==> src/verilog/asbp_pkg.sv <==
// Package with constants for the asynchronous static memory host controller.
package asbp_pkg;
  // ==========================================================================
  // Geometry
  localparam int ADDR_W = 16;
  localparam int DATA_W = 16;
  localparam int LANE_W = 8;
  // ==========================================================================
  // Timing in nanoseconds and the clock period
  localparam int CLK_PERIOD_NS = 8;
  localparam int READ_CYCLE_NS = 70;
  localparam int WRITE_PULSE_NS = 60;
  localparam int DATA_SETUP_NS = 35;
  localparam int BUS_TURN_NS = 25;
  // Least times round up to whole cycles.
  localparam int READ_CYC = (READ_CYCLE_NS + CLK_PERIOD_NS - 1) / CLK_PERIOD_NS;
  localparam int WRITE_CYC = (WRITE_PULSE_NS + CLK_PERIOD_NS - 1) / CLK_PERIOD_NS;
  localparam int SETUP_CYC = (DATA_SETUP_NS + CLK_PERIOD_NS - 1) / CLK_PERIOD_NS;
  localparam int TURN_CYC = (BUS_TURN_NS + CLK_PERIOD_NS - 1) / CLK_PERIOD_NS;
  localparam int CNT_W = 4;
  // ==========================================================================
  // Controller states
  typedef enum logic [2:0] {
    ASBP_IDLE,
    ASBP_READ,
    ASBP_WTURN,
    ASBP_WRITE,
    ASBP_WEND,
    ASBP_RTURN
  } asbp_state_t;
endpackage : asbp_pkg

==> src/verilog/asbp_host.sv <==
// Host controller that drives an asynchronous 64K x 16 static memory.
//
// Overview of operation
// - Data setup/hold versus the ending strobe.
// - Never drive pins while device drives.
// - Write strobe high throughout every read.
// - Address valid before select falls.
`timescale 1ns/100ps
module asbp_host
  import asbp_pkg::*;
(
  input  wire logic              clk_i,
  input  wire logic              rst_n_i,
  input  wire logic              req_valid_i,
  output logic                   req_ready_o,
  input  wire logic              req_write_i,
  input  wire logic [ADDR_W-1:0] req_addr_i,
  input  wire logic [DATA_W-1:0] req_wdata_i,
  input  wire logic [1:0]        req_lane_i,
  output logic                   rsp_valid_o,
  output logic [DATA_W-1:0]      rsp_rdata_o,
  output logic [ADDR_W-1:0]      mem_addr_o,
  output logic                   chip_sel_n_o,
  output logic                   write_strobe_n_o,
  output logic                   out_gate_n_o,
  output logic                   upper_byte_sel_n_o,
  output logic                   lower_byte_sel_n_o,
  input  wire logic [DATA_W-1:0] mem_data_i,
  output logic [DATA_W-1:0]      mem_data_o,
  output logic                   mem_data_oe_o
);
  // ==========================================================================
  // State and registered pins
  asbp_state_t state;
  asbp_state_t next_state;
  logic [CNT_W-1:0] cnt;
  logic [CNT_W-1:0] next_cnt;
  logic [1:0] lane_n;
  logic       active;
  logic       wstrobe;
  logic       gate;
  logic       drive;

  // The counter times the read, turnaround and write phases; it reloads on entry to each of them.
  wire cnt_done = (cnt == '0);
  wire take     = (state == ASBP_IDLE) && req_valid_i && (req_lane_i != 2'h0);
  assign req_ready_o = (state == ASBP_IDLE);

  // A read holds its selects off for the first cycle of the phase, so the
  // address has a whole clock to settle before chip select falls. The phase
  // is one count longer, which keeps the selected time at the full read cycle.
  wire rd_hold = (state == ASBP_READ) && (next_state == ASBP_READ);

  // Next-state logic; every phase length is a least time, rounded up.
  always_comb begin
    next_state = state;
    next_cnt   = cnt_done ? cnt : cnt - 4'h1;
    case (state)
      ASBP_IDLE: begin
        if (take && req_write_i) begin
          next_state = ASBP_WTURN;
          next_cnt   = CNT_W'(TURN_CYC - 1);
        end else if (take) begin
          next_state = ASBP_READ;
          next_cnt   = CNT_W'(READ_CYC); // One extra count for the address lead.
        end
      end
      ASBP_READ: begin
        if (cnt_done) begin
          next_state = ASBP_RTURN;
          next_cnt   = CNT_W'(TURN_CYC - 1);
        end
      end
      ASBP_WTURN: begin
        if (cnt_done) begin
          next_state = ASBP_WRITE;
          next_cnt   = CNT_W'(WRITE_CYC - 1);
        end
      end
      ASBP_WRITE: begin
        if (cnt_done) begin
          next_state = ASBP_WEND;
        end
      end
      ASBP_WEND: begin
        next_state = ASBP_IDLE;
      end
      ASBP_RTURN: begin
        if (cnt_done) begin
          next_state = ASBP_IDLE;
        end
      end
      default: begin
        next_state = ASBP_IDLE;
      end
    endcase
  end

  // Pin control. Address is set while all strobes are high, so it leads them.
  always_ff @(posedge clk_i or negedge rst_n_i) begin
    if (!rst_n_i) begin
      state   <= ASBP_IDLE;
      cnt     <= '0;
      lane_n  <= 2'h3;
      active  <= 1'b0;
      wstrobe <= 1'b0;
      gate    <= 1'b0;
      drive   <= 1'b0;
    end else begin
      state   <= next_state;
      cnt     <= next_cnt;
      // Selects fall with the strobes, one cycle after the address is set for a read and TURN_CYC cycles after it for a write.
      active  <= rd_hold || (next_state == ASBP_WRITE);
      // The write strobe is low only in the write phase and never in a read.
      wstrobe <= (next_state == ASBP_WRITE);
      gate    <= rd_hold;
      // Data is driven only after the device has turned its pins off, and it
      // is held one cycle past the strobe rise for hold margin.
      drive   <= (next_state == ASBP_WRITE) || (next_state == ASBP_WEND);
      if (take) begin
        lane_n <= ~req_lane_i;
      end
    end
  end

  // Address and write data registers.
  always_ff @(posedge clk_i or negedge rst_n_i) begin
    if (!rst_n_i) begin
      mem_addr_o <= '0;
      mem_data_o <= '0;
    end else if (take) begin
      mem_addr_o <= req_addr_i;
      mem_data_o <= req_wdata_i;
    end
  end

  // All strobes rise together, so the write ends on the one same edge.
  assign chip_sel_n_o       = ~active;
  assign write_strobe_n_o   = ~wstrobe;
  assign out_gate_n_o       = ~gate;
  assign upper_byte_sel_n_o = active ? lane_n[1] : 1'b1;
  assign lower_byte_sel_n_o = active ? lane_n[0] : 1'b1;
  assign mem_data_oe_o      = drive;

  // Read data is captured at the end of the read cycle for enabled lanes only.
  always_ff @(posedge clk_i or negedge rst_n_i) begin
    if (!rst_n_i) begin
      rsp_valid_o <= 1'b0;
      rsp_rdata_o <= '0;
    end else begin
      rsp_valid_o <= (state == ASBP_READ) && cnt_done;
      if ((state == ASBP_READ) && cnt_done) begin
        rsp_rdata_o <= {lane_n[1] ? 8'h00 : mem_data_i[15:8],
                        lane_n[0] ? 8'h00 : mem_data_i[7:0]};
      end
    end
  end

  // ==========================================================================
  // Assertions
  AST_NO_CLASH: assert property (@(posedge clk_i) disable iff (!rst_n_i)
    mem_data_oe_o |-> out_gate_n_o)
    else $error("Host drives data while output gate is low");
  AST_WE_READ: assert property (@(posedge clk_i) disable iff (!rst_n_i)
    !out_gate_n_o |-> write_strobe_n_o)
    else $error("Write strobe low during a read");
  AST_ADDR_LEAD: assert property (@(posedge clk_i) disable iff (!rst_n_i)
    $fell(chip_sel_n_o) |-> $stable(mem_addr_o))
    else $error("Address changed as chip select fell");
  AST_WR_LEN: assert property (@(posedge clk_i) disable iff (!rst_n_i)
    $fell(write_strobe_n_o) |-> !write_strobe_n_o[*8] ##1 write_strobe_n_o)
    else $error("Write pulse length wrong");
  AST_SETUP: assert property (@(posedge clk_i) disable iff (!rst_n_i)
    $rose(write_strobe_n_o) |-> $past(mem_data_oe_o) && mem_data_oe_o)
    else $error("Data not held across write end");
  AST_END_TOG: assert property (@(posedge clk_i) disable iff (!rst_n_i)
    $rose(write_strobe_n_o) |-> chip_sel_n_o && upper_byte_sel_n_o && lower_byte_sel_n_o)
    else $error("Strobes did not end the write together");
  AST_RD_RSP: assert property (@(posedge clk_i) disable iff (!rst_n_i)
    $fell(out_gate_n_o) |-> ##9 rsp_valid_o)
    else $error("Read response not on time");
  AST_TURN: assert property (@(posedge clk_i) disable iff (!rst_n_i)
    $rose(out_gate_n_o) |-> !mem_data_oe_o[*4])
    else $error("Bus turnaround too short");

  // Bus ownership: the host drives the data pins only when the device cannot.
  AST_WE_GATE: assert property (@(posedge clk_i) disable iff (!rst_n_i)
    !write_strobe_n_o |-> out_gate_n_o)
    else $error("Output gate low during a write");
  AST_DRIVE_LEAD: assert property (@(posedge clk_i) disable iff (!rst_n_i)
    $rose(mem_data_oe_o) |-> out_gate_n_o && $past(out_gate_n_o, 4))
    else $error("Host drove data too soon after a read");
  AST_IDLE_QUIET: assert property (@(posedge clk_i) disable iff (!rst_n_i)
    req_ready_o |-> chip_sel_n_o && write_strobe_n_o && !mem_data_oe_o)
    else $error("Pins not quiet while idle");

  // Strobe and address sequencing.
  AST_ADDR_HOLD: assert property (@(posedge clk_i) disable iff (!rst_n_i)
    !chip_sel_n_o |-> $stable(mem_addr_o))
    else $error("Address moved while the chip was selected");
  AST_DATA_HOLD: assert property (@(posedge clk_i) disable iff (!rst_n_i)
    !write_strobe_n_o |-> mem_data_oe_o && $stable(mem_data_o))
    else $error("Write data not standing during the write pulse");
  AST_SEL_IN_CS: assert property (@(posedge clk_i) disable iff (!rst_n_i)
    !(upper_byte_sel_n_o && lower_byte_sel_n_o) |-> !chip_sel_n_o)
    else $error("Byte select low without chip select");
  AST_GATE_CS: assert property (@(posedge clk_i) disable iff (!rst_n_i)
    !out_gate_n_o |-> !chip_sel_n_o)
    else $error("Output gate low without chip select");
  AST_RD_WE: assert property (@(posedge clk_i) disable iff (!rst_n_i)
    $fell(out_gate_n_o) |-> write_strobe_n_o[*8])
    else $error("Write strobe fell inside a read cycle");
  AST_RSP_PULSE: assert property (@(posedge clk_i) disable iff (!rst_n_i)
    rsp_valid_o |=> !rsp_valid_o)
    else $error("Read response longer than one cycle");
endmodule : asbp_host

==> config.mk <==
export PLATFORM = sky130hd
export DESIGN_NAME = asbp_host
export DESIGN_NICKNAME = d
export VERILOG_FILES = /design/src/verilog/asbp_pkg.sv /design/src/verilog/asbp_host.sv
export SDC_FILE = /design/constraint.sdc
export NUM_CORES = 1
export LEC_CHECK = 0
export BUFFER_PORTS_ARGS = -buffer_cell sky130_fd_sc_hd__buf_2
export CORE_MARGIN = 10
export CORE_UTILIZATION = 47
export CTS_CLUSTER_SIZE = 8
export DETAILED_ROUTE_END_ITERATION = 8
export HOLD_SLACK_MARGIN = 0.08
export PLACE_DENSITY = 0.79
export SYNTH_ARGS = -nofsm -noshare
export SYNTH_HDL_FRONTEND = slang
export SYNTH_SLANG_ARGS = --single-unit
==> constraint.sdc <==
create_clock -name clk_i -period 3 [get_ports clk_i]
set_input_delay 0.6 -clock clk_i [delete_from_list [all_inputs] [get_ports clk_i]]
set_output_delay 0.6 -clock clk_i [all_outputs]
set_load 0.01 [all_outputs]
==> out/qor.csv <==
metric,value,unit
status,finished clean,
grt_pass1_wl,9432,um
ys.flop_type,dfrtp_1,
core-area,5473,sq um
viasPerCell,4.834,
gp_congestion,0.8460,
multiInputGateArea,980.9,sq um
syn-num-nets,242,
insertion_delay,0.33,ns
comb_power_share,0.385,
cp_max_fo,11,
dieHeight,94.72,um
synth.distinct_cells,33,
cts_resized,0,
numClockSinks,62,
drc,0,
yosysMostFrequentCell,dfrtp_1,
synth_edf_count,0,
n_antenna_cell,0,
hold_viol,0,
cts_setup_buffers,0,
grt-ovfl-total,0,
ys_warn_count,0,
p_sw_frac,0.3343,
rsz0062_at_grt,false,
fin_skew,0.006351,ns
ys_top_cells_by_count,"dfrtp_1 (60), mux2_2 (39), nor2b_1 (17), mux2_4 (9), o21ai_0 (9)",
cts_tree,built,
synth_top_area_cell,dfrtp_1,
pwr-share-seq,0.398,
p_per_area,1112,nW/um^2
clockPowerShare,0.218,
hpwl,4667,um
fin_area,3452,sq um
vias,1832,
dieArea,8971,sq um
fin_crit_sh,0.7175,
start_kind,flip-flop,
antenna_found_initial,0,
path_clk_slew,0.07,ns
htree_levels,3,
rows,27,
drive_gt1_frac,0.5896,
fmax,464.6,MHz
detailedRoute.firstIterationViolations,59,
grtUsageTotal,0.1356,
drv_slew,0,
hp-class,input port to asynchronous set/reset pin,
crit_type,flip-flop to output port,
start_util,0.4794,
ant_nets,0,
slew_headroom,0.4886,
wire_per_inst,16.17,um
synthesis.area,2624,sq um
end_kind,output port,
ys_ff_latch,62,
routed_wl,6129,um
drtPass1Iterations,4,
grt_pass1_vias,1872,
area.sequential,1554,sq um
synth_top_area_share,0.5722,
syn_avg_cell_area,14.11,sq um
pin_count,110,
p_leak,1.726,nW
crit_arrival,1.55,ns
power.switching,1.284,mW
port_buffers,109,
power.total,3.840,mW
grt_max_degree,63,
setup_tns,0,ns
cts_root_buf,clkbuf_8,
fin_nets,358,
async_reset_ff_frac,1.000,
synthCells,186,
hold_buffers,0,
placed_area,3219,sq um
finalCriticalPeriod,2.152,ns
seq_area_frac_synth,0.5923,
numCtsBuffers,9,
p_int,2.556,mW
clk_path_buf_depth,2,
synth_area_leaders,"dfrtp_1 (57%), mux2_2 (17%), mux2_4 (5.2%)",
setup_violations,0,
area_growth,31.57,%
max-cap-violations,0,
required,2.40,ns
die_x,94.72,um
irDropWorstVdd,0.5758,mV
worst_pin_slew,0.7671,ns
n_fill_cell,464,
[worst max-delay path, cell delays in order (launching register included)]
cell	delay, ns
dfrtp_1	0.48
or3_1	0.44
inv_1	0.15
buf_2	0.15
[final cells by class]
cell class	instances	share of cell area
clock buffer	11	0.04386
clock inverter	5	0.02356
tap	72	0.02610
sequential	62	0.4502
inverter	9	0.009786
multi-input combinational	109	0.2842
timing repair buffer	111	0.1624
[placed cells by master, fill, tap and decap left out, types with 2 or more instances in the layout]
| master | n |
|---|---|
| a21oi_1 | 2 |
| buf_2 | 109 |
| buf_4 | 2 |
| bufinv_16 | 2 |
| clkbuf_8 | 11 |
| dfrtp_1 | 60 |
| dfstp_2 | 2 |
| ha_1 | 2 |
| inv_1 | 8 |
| mux2_2 | 39 |
| mux2_4 | 9 |
| mux2i_1 | 2 |
| nand2_1 | 3 |
| nand2b_1 | 3 |
| nor2_1 | 4 |
| nor2b_1 | 17 |
| nor3_1 | 2 |
| o21a_1 | 2 |
| o21ai_0 | 9 |
| or3_1 | 2 |
[per-stage QoR]
stage / utilization / std cells / hold WS (ns) / worst slack (ns)
2_1_floorplan: - / 186 / 0.3044 / 0.9240
3_3_place_gp: 0.5882 / 363 / 0.4845 / 0.9331
5_1_grt: 0.6308 / 379 / 0.4715 / 0.7184
4_1_cts: 0.6308 / 379 / 0.4556 / 0.8378
6_report: 0.6308 / 379 / 0.4305 / 0.8476
3_5_place_dp: 0.5882 / 363 / 0.4880 / 0.8635
[flip-flops by register name, indices dropped and copies added, names as in the netlist]
signal / cells
gate: 1
rsp_valid_o: 1
cnt: 4
lane_n: 2
mem_data_oe_o: 1
mem_data_o: 16
active: 1
rsp_rdata_o: 16
mem_addr_o: 16
state: 3
wstrobe: 1
[layer usage]
layer	track usage	share of wire
met5	0	0
met4	0.05237	0.011
met3	0.04996	0.079
met2	0.2391	0.52
met1	0.1444	0.39
[path summary, 6_finish.rpt]
path	startpoint	endpoint	cells after the start	slack (ns)
max	state[2]$_DFF_PN0_	req_ready_o	3	0.85
min	rst_n_i	mem_addr_o[10]$_DFFE_PN0P_	2	0.43
max reg2reg	cnt[1]$_DFF_PN0_	rsp_rdata_o[0]$_DFFE_PN0P_	6	0.86
min reg2reg	mem_data_o[15]$_DFFE_PN0P_	mem_data_o[15]$_DFFE_PN0P_	1	0.50
max in group asynchronous	rst_n_i	rsp_rdata_o[6]$_DFFE_PN0P_	2	2.07
min in group clk_i	req_lane_i[1]	lane_n[1]$_DFFE_PN1P_	2	0.47
[logic make-up after synthesis]
| kind of cell | synth area share |
|---|---|
| adders and majority gates | 0.01335 |
| and+or+nand+nor | 0.08393 |
| buffers and inverters | 0.03481 |
| DFF | 0.5923 |
| muxes | 0.2265 |
| AOI/OAI and AO/OA | 0.04578 |
| xor gates and xnor gates | 0.003339 |
[power by group through the flow]
stage / clock [mW] / sequential, mW / combinational, mW
final: 0.836 / 1.53 / 1.48
after detailed placement: 0 / 1.54 / 1.51
after global routing: 0.898 / 1.59 / 1.61
after floorplan: 0 / 1.67 / 0.766
after global placement: 0 / 1.52 / 1.47
after CTS: 0.854 / 1.53 / 1.51
No activity file was read; power rests on OpenSTA's default activity.
